$ cat config.mk
export PLATFORM = sky130hd
export DESIGN_NAME = dcrs_top
export DESIGN_NICKNAME = d
export VERILOG_FILES = /design/src/logic/dcrs_pkg.sv /design/src/logic/dcrs_top.sv
export SDC_FILE = /design/constraint.sdc
export NUM_CORES = 1
export LEC_CHECK = 0
export BUFFER_PORTS_ARGS = -buffer_cell sky130_fd_sc_hd__buf_2
export CORE_MARGIN = 2
export CORE_UTILIZATION = 60
export DETAILED_ROUTE_END_ITERATION = 8
export PLACE_DENSITY = 0.8
export SLEW_MARGIN = 15
export SYNTH_ARGS = -nofsm -noshare
export SYNTH_HDL_FRONTEND = slang
export SYNTH_SLANG_ARGS = --single-unit
$ cat constraint.sdc
create_clock -name clk_sys -period 28.5 [get_ports clk_sys]
set_input_delay 0 -clock clk_sys [delete_from_list [all_inputs] [get_ports clk_sys]]
set_output_delay 0 -clock clk_sys [all_outputs]
set_load 0.01 [all_outputs]
$ cat src/logic/dcrs_pkg.sv
// constants, types and register map of the cpu reset sequencer
// Overview of operation
// - hardware reset aborts work, flushes, loads registers
// - vector bits 29 and 28 pick stacks
// - external requests ignored first 3 cycles
// - all interrupts blocked until both stacks written
// - hardware reset clears flags and circular starts
// - hardware reset loads both vector pointers ffffh
// - status zero: page zero, carry/test flags set
// - status one: legacy and sign-extend on
// - mask and external flag set, modes cleared
// - all pointers reset to linear addressing
// - status two: debug masked, reserved 11b
// - status three: host irq high, reserved 1100b
// - memory map bit copies pin during reset
// - extended pointers, page and data stack cleared
// - software sets system stack low bits
// - reset instruction reloads flags, status zero-two
// - reset instruction keeps cpu vector pointer
// - reset pin starts reset plus service branch
// - nonmaskable branch: mask, debug mask, no emu
`default_nettype none
package dcrs_pkg;
    localparam int WORD_W = 16;
    localparam int XPTR_W = 23;
    localparam int ADDR_W = 7;
    localparam int DATA_W = 32;
    localparam int AUX_N = 8;
    localparam int CIRC_N = 5;
    // byte offsets on the register bus
    localparam logic [ADDR_W-1:0] OFF_ST0 = 7'h00;
    localparam logic [ADDR_W-1:0] OFF_ST1 = 7'h04;
    localparam logic [ADDR_W-1:0] OFF_ST2 = 7'h08;
    localparam logic [ADDR_W-1:0] OFF_ST3 = 7'h0c;
    localparam logic [ADDR_W-1:0] OFF_FLAG_LO = 7'h10;
    localparam logic [ADDR_W-1:0] OFF_FLAG_HI = 7'h14;
    localparam logic [ADDR_W-1:0] OFF_EN_LO = 7'h18;
    localparam logic [ADDR_W-1:0] OFF_EN_HI = 7'h1c;
    localparam logic [ADDR_W-1:0] OFF_CPU_VP = 7'h20;
    localparam logic [ADDR_W-1:0] OFF_HOST_VP = 7'h24;
    localparam logic [ADDR_W-1:0] OFF_XDP = 7'h28;
    localparam logic [ADDR_W-1:0] OFF_XSP = 7'h2c;
    localparam logic [ADDR_W-1:0] OFF_SSP = 7'h30;
    localparam logic [ADDR_W-1:0] OFF_CTRL = 7'h34;
    localparam logic [ADDR_W-1:0] OFF_CIRC0 = 7'h38;
    localparam logic [ADDR_W-1:0] OFF_CIRC_LAST = 7'h48;
    localparam logic [ADDR_W-1:0] OFF_AUX0 = 7'h4c;
    localparam logic [ADDR_W-1:0] OFF_AUX_LAST = 7'h68;
    // field positions
    localparam int B_GLOBAL_IRQ_MASK = 11;
    localparam int B_XF = 13;
    localparam int B_EMU_WRITE_PERMIT = 11;
    localparam int B_DEBUG_EVENT_MASK = 12;
    localparam int B_MEMORY_MAP_SELECT = 6;
    localparam int B_HOST_IRQ_OUT = 12;
    localparam int B_SWRST = 0;
    localparam int B_VEC_HI = 29;
    localparam int B_VEC_LO = 28;
    localparam int SPH_LO = 16;
    // reset values and reserved-bit forcing
    localparam logic [WORD_W-1:0] ST0_RST = 16'h3800;
    localparam logic [WORD_W-1:0] ST1_RST = 16'h2920;
    localparam logic [WORD_W-1:0] ST2_RST = 16'h7000;
    localparam logic [WORD_W-1:0] ST3_RST = 16'h1c00;
    localparam logic [WORD_W-1:0] ST2_RSV_MASK = 16'h6200;
    localparam logic [WORD_W-1:0] ST2_RSV_VAL = 16'h6000;
    localparam logic [WORD_W-1:0] ST3_RSV_MASK = 16'h0f18;
    localparam logic [WORD_W-1:0] ST3_RSV_VAL = 16'h0c00;
    localparam logic [WORD_W-1:0] VP_HW = 16'hffff;
    localparam logic [7:0] VEC_LOW = 8'h00;
    localparam logic [23:0] VEC_HW_ADDR = {VP_HW, VEC_LOW};
    localparam logic [1:0] IRQ_BLANK_CYC = 2'h3;
    typedef enum logic [3:0] {
        S_HOLD = 4'h1,
        S_FLUSH = 4'h2,
        S_FETCH = 4'h4,
        S_RUN = 4'h8
    } dcrs_state_t;
    typedef struct packed {
        logic req;
        logic [23:0] addr;
    } dcrs_vec_req_t;
endpackage : dcrs_pkg
`default_nettype wire

$ cat src/logic/dcrs_top.sv
// cpu reset sequencer: hardware and instruction reset, vector fetch, interrupt gate
`default_nettype none
module dcrs_top
    import dcrs_pkg::*;
(
    input wire logic clk_sys,
    input wire logic rst_n,
    input wire logic [ADDR_W-1:0] avs_address,
    input wire logic avs_read,
    input wire logic avs_write,
    input wire logic [DATA_W-1:0] avs_writedata,
    output logic [DATA_W-1:0] avs_readdata,
    output logic avs_waitrequest,
    input wire logic memMapPin,
    input wire logic nmiPin_n,
    input wire logic [DATA_W-1:0] irqPins,
    input wire logic swResetReq,
    input wire logic irqAck,
    input wire logic [4:0] irqAckIdx,
    output dcrs_vec_req_t vecReq,
    input wire logic vecValid,
    input wire logic [DATA_W-1:0] vecWord,
    output logic [1:0] stackCfg,
    output logic flushPipe,
    output logic cpuRun,
    output logic irqPending,
    output logic nmiTake,
    output logic [WORD_W-1:0] statusWord0,
    output logic [WORD_W-1:0] statusWord1,
    output logic [WORD_W-1:0] statusWord2,
    output logic [WORD_W-1:0] statusWord3,
    output logic externalFlagOut,
    output logic hostIrqOut,
    output logic memMapSelect
);
    logic [1:0] rstPipe;
    logic rstSync_n;
    logic mmSync1, mmSync2, mmLatch;
    logic nmiS1, nmiS2, nmiS3;
    logic [DATA_W-1:0] irqS1, irqS2, irqS3;
    dcrs_state_t state, next_state;
    logic busAck;
    logic busWe;
    logic [WORD_W-1:0] wd16;
    logic [ADDR_W-1:0] auxOff, circOff;
    logic [2:0] auxSel, circSel;
    logic auxHit, circHit;
    logic [WORD_W-1:0] st0, st1, st2, st3, next_st0, next_st1, next_st2, next_st3;
    logic [WORD_W-1:0] flagsLow, flagsHigh, next_flagsLow, next_flagsHigh;
    logic [WORD_W-1:0] enLow, enHigh, next_enLow, next_enHigh;
    logic [WORD_W-1:0] cpuVp, hostVp, next_cpuVp, next_hostVp;
    logic [XPTR_W-1:0] extDataPage, extDataStack, next_extDataPage, next_extDataStack;
    logic [WORD_W-1:0] sysStackLow, next_sysStackLow;
    logic [WORD_W-1:0] circStart [CIRC_N];
    logic [WORD_W-1:0] next_circStart [CIRC_N];
    logic [XPTR_W-1:0] auxPtr [AUX_N];
    logic [XPTR_W-1:0] next_auxPtr [AUX_N];
    logic spWritten, sspWritten, next_spWritten, next_sspWritten;
    logic gateOpen;
    logic [1:0] blankCnt, next_blankCnt;
    logic blankDone;
    logic [1:0] next_stackCfg;
    logic [23:0] vecAddr, next_vecAddr;
    logic [DATA_W-1:0] extSet, ackClr;
    logic nmiFall, swResetGo;
    logic [DATA_W-1:0] rdMux;

    // reset release through two flip-flops
    always_ff @(posedge clk_sys or negedge rst_n) begin
        if (!rst_n) begin
            rstPipe <= 2'h0;
        end else begin
            rstPipe <= {rstPipe[0], 1'b1};
        end
    end
    assign rstSync_n = rstPipe[1];

    // pin synchronisers; the memory map level is caught only while reset is held
    always_ff @(posedge clk_sys) begin
        mmSync1 <= memMapPin;
        mmSync2 <= mmSync1;
        nmiS1 <= nmiPin_n;
        nmiS2 <= nmiS1;
        nmiS3 <= nmiS2;
        irqS1 <= irqPins;
        irqS2 <= irqS1;
        irqS3 <= irqS2;
        if (!rstSync_n) begin
            mmLatch <= mmSync2;
        end
    end

    // bus strobes: one wait cycle, then the access completes
    assign avs_waitrequest = (avs_read | avs_write) & ~busAck;
    assign busWe = avs_write & busAck;
    assign wd16 = avs_writedata[WORD_W-1:0];
    assign auxOff = avs_address - OFF_AUX0;
    assign circOff = avs_address - OFF_CIRC0;
    assign auxSel = auxOff[4:2];
    assign circSel = circOff[4:2];
    assign auxHit = (avs_address >= OFF_AUX0) && (avs_address <= OFF_AUX_LAST);
    assign circHit = (avs_address >= OFF_CIRC0) && (avs_address <= OFF_CIRC_LAST);

    // interrupt recognition and gating
    assign blankDone = (blankCnt == IRQ_BLANK_CYC);
    assign extSet = (irqS2 & ~irqS3) & {DATA_W{blankDone}};
    assign ackClr = irqAck ? (DATA_W'(1) << irqAckIdx) : '0;
    assign nmiFall = ~nmiS2 & nmiS3 & blankDone;
    assign gateOpen = spWritten & sspWritten;
    assign cpuRun = state[3];
    assign nmiTake = cpuRun & gateOpen & nmiFall;
    assign irqPending = cpuRun & gateOpen & ~st1[B_GLOBAL_IRQ_MASK]
        & (|((flagsLow & enLow) | (flagsHigh & enHigh)));
    assign swResetGo = cpuRun & (swResetReq
        | (busWe && avs_address == OFF_CTRL && avs_writedata[B_SWRST]));
    assign flushPipe = state[0] | state[1];
    assign vecReq = '{req: state[2], addr: vecAddr}; // one driver for the whole request

    // sequencer: hold, flush, vector fetch, run
    always_comb begin
        next_state = state;
        next_vecAddr = vecAddr;
        case (state)
            S_HOLD: begin
                next_state = S_FLUSH;
            end
            S_FLUSH: begin
                next_vecAddr = {cpuVp, VEC_LOW};
                next_state = S_FETCH;
            end
            S_FETCH: begin
                if (vecValid) begin
                    next_state = S_RUN;
                end
            end
            S_RUN: begin
                if (swResetGo) begin
                    next_state = S_FLUSH;
                end
            end
            default: begin
                next_state = S_HOLD;
            end
        endcase
    end

    always_ff @(posedge clk_sys or negedge rstSync_n) begin
        if (!rstSync_n) begin
            state <= S_HOLD;
            vecAddr <= VEC_HW_ADDR;
        end else begin
            state <= next_state;
            vecAddr <= next_vecAddr;
        end
    end

    // cpu registers: bus writes, hardware events, instruction reset
    always_comb begin
        logic [DATA_W-1:0] clrAll;
        clrAll = ackClr;
        next_st0 = st0;
        next_st1 = st1;
        next_st2 = st2;
        next_st3 = st3;
        next_flagsLow = flagsLow;
        next_flagsHigh = flagsHigh;
        next_enLow = enLow;
        next_enHigh = enHigh;
        next_cpuVp = cpuVp;
        next_hostVp = hostVp;
        next_extDataPage = extDataPage;
        next_extDataStack = extDataStack;
        next_sysStackLow = sysStackLow;
        next_circStart = circStart;
        next_auxPtr = auxPtr;
        next_spWritten = spWritten;
        next_sspWritten = sspWritten;
        next_stackCfg = stackCfg;
        next_blankCnt = blankDone ? blankCnt : blankCnt + 2'h1;
        if (busWe) begin
            if (avs_address == OFF_ST0) begin
                next_st0 = wd16;
            end else if (avs_address == OFF_ST1) begin
                next_st1 = wd16;
            end else if (avs_address == OFF_ST2) begin
                next_st2 = (wd16 & ~ST2_RSV_MASK) | ST2_RSV_VAL;
            end else if (avs_address == OFF_ST3) begin
                next_st3 = (wd16 & ~ST3_RSV_MASK) | ST3_RSV_VAL;
            end else if (avs_address == OFF_FLAG_LO) begin
                clrAll[WORD_W-1:0] = clrAll[WORD_W-1:0] | wd16;
            end else if (avs_address == OFF_FLAG_HI) begin
                clrAll[DATA_W-1:WORD_W] = clrAll[DATA_W-1:WORD_W] | wd16;
            end else if (avs_address == OFF_EN_LO) begin
                next_enLow = wd16;
            end else if (avs_address == OFF_EN_HI) begin
                next_enHigh = wd16;
            end else if (avs_address == OFF_CPU_VP) begin
                next_cpuVp = wd16;
            end else if (avs_address == OFF_HOST_VP) begin
                next_hostVp = wd16;
            end else if (avs_address == OFF_XDP) begin
                next_extDataPage = avs_writedata[XPTR_W-1:0];
            end else if (avs_address == OFF_XSP) begin
                next_extDataStack = avs_writedata[XPTR_W-1:0];
                next_spWritten = 1'b1;
            end else if (avs_address == OFF_SSP) begin
                next_sysStackLow = wd16;
                next_sspWritten = 1'b1;
            end else if (circHit) begin
                next_circStart[circSel] = wd16;
            end else if (auxHit) begin
                next_auxPtr[auxSel] = avs_writedata[XPTR_W-1:0];
            end
        end
        // set wins over bus and acknowledge clears for every flag; instruction reset clears all
        next_flagsLow = (flagsLow & ~clrAll[WORD_W-1:0]) | extSet[WORD_W-1:0];
        next_flagsHigh = (flagsHigh & ~clrAll[DATA_W-1:WORD_W]) | extSet[DATA_W-1:WORD_W];
        if (irqAck) begin
            next_st1[B_GLOBAL_IRQ_MASK] = 1'b1;
        end
        if (nmiTake) begin
            next_st1[B_GLOBAL_IRQ_MASK] = 1'b1;
            next_st2[B_DEBUG_EVENT_MASK] = 1'b1;
            next_st2[B_EMU_WRITE_PERMIT] = 1'b0;
        end
        if (state[0]) begin
            next_st3[B_MEMORY_MAP_SELECT] = mmLatch;
        end
        if (vecReq.req && vecValid) begin
            next_stackCfg = vecWord[B_VEC_HI:B_VEC_LO];
        end
        if (swResetGo) begin
            next_st0 = ST0_RST;
            next_st1 = ST1_RST;
            next_st2 = ST2_RST;
            next_flagsLow = '0;
            next_flagsHigh = '0;
        end
    end

    // hardware reset values hold while the pin is low
    always_ff @(posedge clk_sys or negedge rstSync_n) begin
        if (!rstSync_n) begin
            st0 <= ST0_RST;
            st1 <= ST1_RST;
            st2 <= ST2_RST;
            st3 <= ST3_RST;
            flagsLow <= '0;
            flagsHigh <= '0;
            enLow <= '0;
            enHigh <= '0;
            cpuVp <= VP_HW;
            hostVp <= VP_HW;
            extDataPage <= '0;
            extDataStack <= '0;
            circStart <= '{default: '0};
            auxPtr <= '{default: '0};
            spWritten <= 1'b0;
            sspWritten <= 1'b0;
            stackCfg <= 2'h0;
            blankCnt <= 2'h0;
        end else begin
            st0 <= next_st0;
            st1 <= next_st1;
            st2 <= next_st2;
            st3 <= next_st3;
            flagsLow <= next_flagsLow;
            flagsHigh <= next_flagsHigh;
            enLow <= next_enLow;
            enHigh <= next_enHigh;
            cpuVp <= next_cpuVp;
            hostVp <= next_hostVp;
            extDataPage <= next_extDataPage;
            extDataStack <= next_extDataStack;
            circStart <= next_circStart;
            auxPtr <= next_auxPtr;
            spWritten <= next_spWritten;
            sspWritten <= next_sspWritten;
            stackCfg <= next_stackCfg;
            blankCnt <= next_blankCnt;
        end
    end

    // system stack low half is left alone by reset
    always_ff @(posedge clk_sys) begin
        sysStackLow <= next_sysStackLow;
    end

    // read mux
    always_comb begin
        rdMux = '0;
        if (avs_address == OFF_ST0) begin
            rdMux[WORD_W-1:0] = st0;
        end else if (avs_address == OFF_ST1) begin
            rdMux[WORD_W-1:0] = st1;
        end else if (avs_address == OFF_ST2) begin
            rdMux[WORD_W-1:0] = st2;
        end else if (avs_address == OFF_ST3) begin
            rdMux[WORD_W-1:0] = st3;
        end else if (avs_address == OFF_FLAG_LO) begin
            rdMux[WORD_W-1:0] = flagsLow;
        end else if (avs_address == OFF_FLAG_HI) begin
            rdMux[WORD_W-1:0] = flagsHigh;
        end else if (avs_address == OFF_EN_LO) begin
            rdMux[WORD_W-1:0] = enLow;
        end else if (avs_address == OFF_EN_HI) begin
            rdMux[WORD_W-1:0] = enHigh;
        end else if (avs_address == OFF_CPU_VP) begin
            rdMux[WORD_W-1:0] = cpuVp;
        end else if (avs_address == OFF_HOST_VP) begin
            rdMux[WORD_W-1:0] = hostVp;
        end else if (avs_address == OFF_XDP) begin
            rdMux[XPTR_W-1:0] = extDataPage;
        end else if (avs_address == OFF_XSP) begin
            rdMux[XPTR_W-1:0] = extDataStack;
        end else if (avs_address == OFF_SSP) begin
            rdMux[XPTR_W-1:0] = {extDataStack[XPTR_W-1:SPH_LO], sysStackLow};
        end else if (avs_address == OFF_CTRL) begin
            rdMux[8:0] = {blankDone, state, stackCfg, gateOpen, cpuRun};
        end else if (circHit) begin
            rdMux[WORD_W-1:0] = circStart[circSel];
        end else if (auxHit) begin
            rdMux[XPTR_W-1:0] = auxPtr[auxSel];
        end
    end

    // bus handshake registers
    always_ff @(posedge clk_sys or negedge rstSync_n) begin
        if (!rstSync_n) begin
            busAck <= 1'b0;
            avs_readdata <= '0;
        end else begin
            busAck <= (avs_read | avs_write) & ~busAck;
            if (avs_read && !busAck) begin
                avs_readdata <= rdMux;
            end
        end
    end

    assign statusWord0 = st0;
    assign statusWord1 = st1;
    assign statusWord2 = st2;
    assign statusWord3 = st3;
    assign externalFlagOut = st1[B_XF];
    assign hostIrqOut = st3[B_HOST_IRQ_OUT];
    assign memMapSelect = st3[B_MEMORY_MAP_SELECT];
endmodule : dcrs_top
`default_nettype wire
==> results.cfg <==
[outcome]
status = completed

[global_route]
antenna_found_initial = 7
grt_pass1_wl_um = 136700
grt_pass1_vias = 21400
overflow = 0
grt_usage = 0.3826
grt_max_degree = 202

[worst_setup_path]
crit_fanout = 44
cp_slowest_cell = nor3_1
crit_end = flagsHigh[0]
crit_start = avs_address[2]
cp.required_ns = 28.99
endpoint_kind = flip-flop
startpoint_type = primary input
regToRegSetupSlack_ns = 25.25
cpPeakStageDelay_ns = 1.14
critPathMostFrequentCell = nand2_1
worst-setup-path-type = primary input to flip-flop
path_cells = buf_2 -> buf_4 -> ha_1 -> nor4b_2 -> nand2_1 -> nor3_1 -> nand2_1 -> o311ai_0 -> dlygate4sd3_1 -> a21oi_1
r2r_end = circStart[27]
r2r_cells = 7
worst_ep_arrival_time_ns = 4.95
r2r-start = busAck

[pwr]
p_per_area_nw_per_um2 = 71.11
vdd_drop_max_v = 0.00007405
power_mw = 2.308
leakage_nw = 14.78

[routing]
firstDrtPassIters = 8
vias_per_cell = 6.749
ant_nets = 0
vias = 21650
drt_iter0_markers = 3088
post-route-drc-count = 0
detail_route.wl_per_cell_um = 28.76
wl_um = 92250

[sta]
fmax_mhz = 224.5
fin_skew_ns = 0.03704
grt_setup_unrepaired = false
relSlewSlack = 0.1491
hold_violations = 0
setup_slack_ns = 24.05
final-setup-viol-count = 0
setup_tns_ns = 0
min_period_ns = 4.454
period_share = 0.1563
worst_pin_slew_ns = 1.274
slew_violations = 0

[yosys]
seq_area_frac_synth = 0.5505
synthCells = 2330
ys_warn_count = 0
avgSynthCellArea_um2 = 12.04
synth-main-ff-cell = dfrtp_1
syn_area_um2 = 28050
synth_cell_types = 86
synth-edff-count = 17
synthArstFlopShare = 0.8130
synth_seq_cells = 631

[place]
port_buffers = 182
dp_hpwl_um = 58510
gp_congestion = 1.027
dp_slack_ns = 23.55

[floorplan]
fp.dieH_um = 220.2
initial_core_util = 0.6051
rows = 79
fp.coreArea_um2 = 46360
io_pins = 248
fp.dieW_um = 220.2
die_area_um2 = 48490

[clocking]
h-tree-depth = 2
clock-root-buffer = clkbuf_16
path_clk_slew_ns = 0.07
clock_latency_ns = 0.67
clockBufferDepth = 3
cts_tree = built
numCtsBuffers = 61
post_cts_buffers = 0
cts.sinks = 631

[layout]
fillerInstances = 3134
multi_input_area_um2 = 11660
fin_util = 0.7003
layout_commonest_cell = dfrtp_1
ff_latch_area_um2 = 15450
syn_to_final_growth_pct = 15.73
final_cell_mix = dfrtp_1, mux2_2, nand2_1
nets = 2674
drive_gt1_frac = 0.3169

[run]
maxCapViolations = 0

[worst_hold_path]
min_path_type = primary input to flip-flop
==> logic make-up after synthesis <==
family / after synthesis / synth area share
DFF: 631 / 0.5505
xor gates and xnor gates: 4 / 0.001249
adders and majority gates: 10 / 0.004461
and+or+nand+nor: 556 / 0.09872
AOI/OAI and AO/OA: 426 / 0.1071
buffers and inverters: 230 / 0.03921
muxes: 471 / 0.1985
other: 2 / 0.0002677
==> how the worst min path moves through the flow <==
stage                     from    endpoint  slack, ns  depth (start not counted)
floorplan                rst_n  rstPipe[0]      -0.30                          0
global placement         rst_n  rstPipe[0]      -0.21                          1
detailed placement       rst_n  rstPipe[0]      -0.21                          1
CTS                 swResetReq    state[1]       0.03                          5
global route        swResetReq    state[1]       0.16                          5
finish              swResetReq    state[1]        0.1                          5
==> stage by stage <==
stage,hold WS (ns),cells,cell area [um^2]
6_report,0.09704,3207,32460
5_1_grt,0.1574,3206,32460
4_1_cts,0.03197,3204,32440
3_5_place_dp,-0.2120,2981,29190
3_3_place_gp,-0.2147,2981,29190
2_1_floorplan,-0.2956,2355,28140
==> layout make-up <==
type,count,area share
well taps,607,0.02340
multi-input cells,1494,0.3592
flip-flops and latches,631,0.4758
clock buffers,92,0.05789
inverters,23,0.002659
clock inverters,21,0.008248
repair buffers,336,0.07254
diodes,3,0.0002313
==> state kept, by name (all words and copies together), names as in the netlist, 16 cells and up <==
| signal | flops |
|---|---|
| enHigh | 16 |
| extDataPage | 23 |
| sysStackLow | 16 |
| vecAddr | 16 |
| enLow | 16 |
| flagsHigh | 16 |
| irqS2 | 32 |
| statusWord1 | 16 |
| flagsLow | 16 |
| statusWord0 | 16 |
| avs_readdata | 23 |
| irqS3 | 32 |
| extDataStack | 23 |
| circStart | 80 |
| irqS1 | 32 |
| hostVp | 16 |
| auxPtr | 184 |
| cpuVp | 16 |
==> layer usage <==
layer | vias to the layer above | GRT usage | part of all wire
li1 | 8900 | - | -
met1 | 10850 | 0.5128 | 0.38
met2 | 1499 | 0.5747 | 0.44
met3 | 383 | 0.1030 | 0.12
met4 | 12 | 0.1989 | 0.062
met5 | - | 0 | 0.00082
==> critical path, delay by kind of cell <==
kind	cells	cell delay, ns
AOI/OAI and AO/OA	2	0.25
adders and majority gates	1	0.35
buffers and inverters	3	1.78
and+or+nand+nor	4	2.50
==> power by group <==
part,switching (mW),internal (mW),total (mW)
Sequential,0.0995,1.01,1.11
Combinational,0.179,0.155,0.334
Clock,0.367,0.494,0.862
==> synthesized netlist by cell type, types with 7 or more instances <==
library cell,instances,share of area
a31oi_1,15,0.0033
nor2b_1,11,0.0025
nor2_1,86,0.012
a22oi_1,33,0.0088
o311ai_0,8,0.0025
dfrtp_1,455,0.41
a32oi_1,10,0.0031
o22ai_1,18,0.0040
nand3_1,59,0.011
mux2i_1,54,0.019
o21a_1,8,0.0021
mux2_4,40,0.021
nand4_1,15,0.0033
a221o_1,14,0.0050
a21oi_1,92,0.016
mux4_2,16,0.013
dfstp_2,58,0.054
nand3b_1,38,0.010
and2_1,10,0.0022
ha_1,10,0.0045
o21ai_0,66,0.012
a22o_1,12,0.0037
or2_2,7,0.0016
mux2_2,344,0.14
nor3_1,28,0.0050
inv_1,22,0.0029
nand2b_1,16,0.0036
a221oi_1,43,0.013
o221ai_1,35,0.011
o211ai_1,21,0.0056
buf_2,48,0.0086
edfxtp_1,17,0.018
dfxtp_1,101,0.072
buf_1,18,0.0024
nand2_1,232,0.031
clkbuf_1,100,0.013
buf_4,35,0.0094
mux2_1,17,0.0068
and3_1,9,0.0020
==> repair_timing <==
action / 4_1_cts / 5_1_grt
hold endpoints to repair: 193 / 0
resized for setup: 0 / 0
hold buffers: 110 / 0
Note: power is estimated with default switching activity, not from simulation.
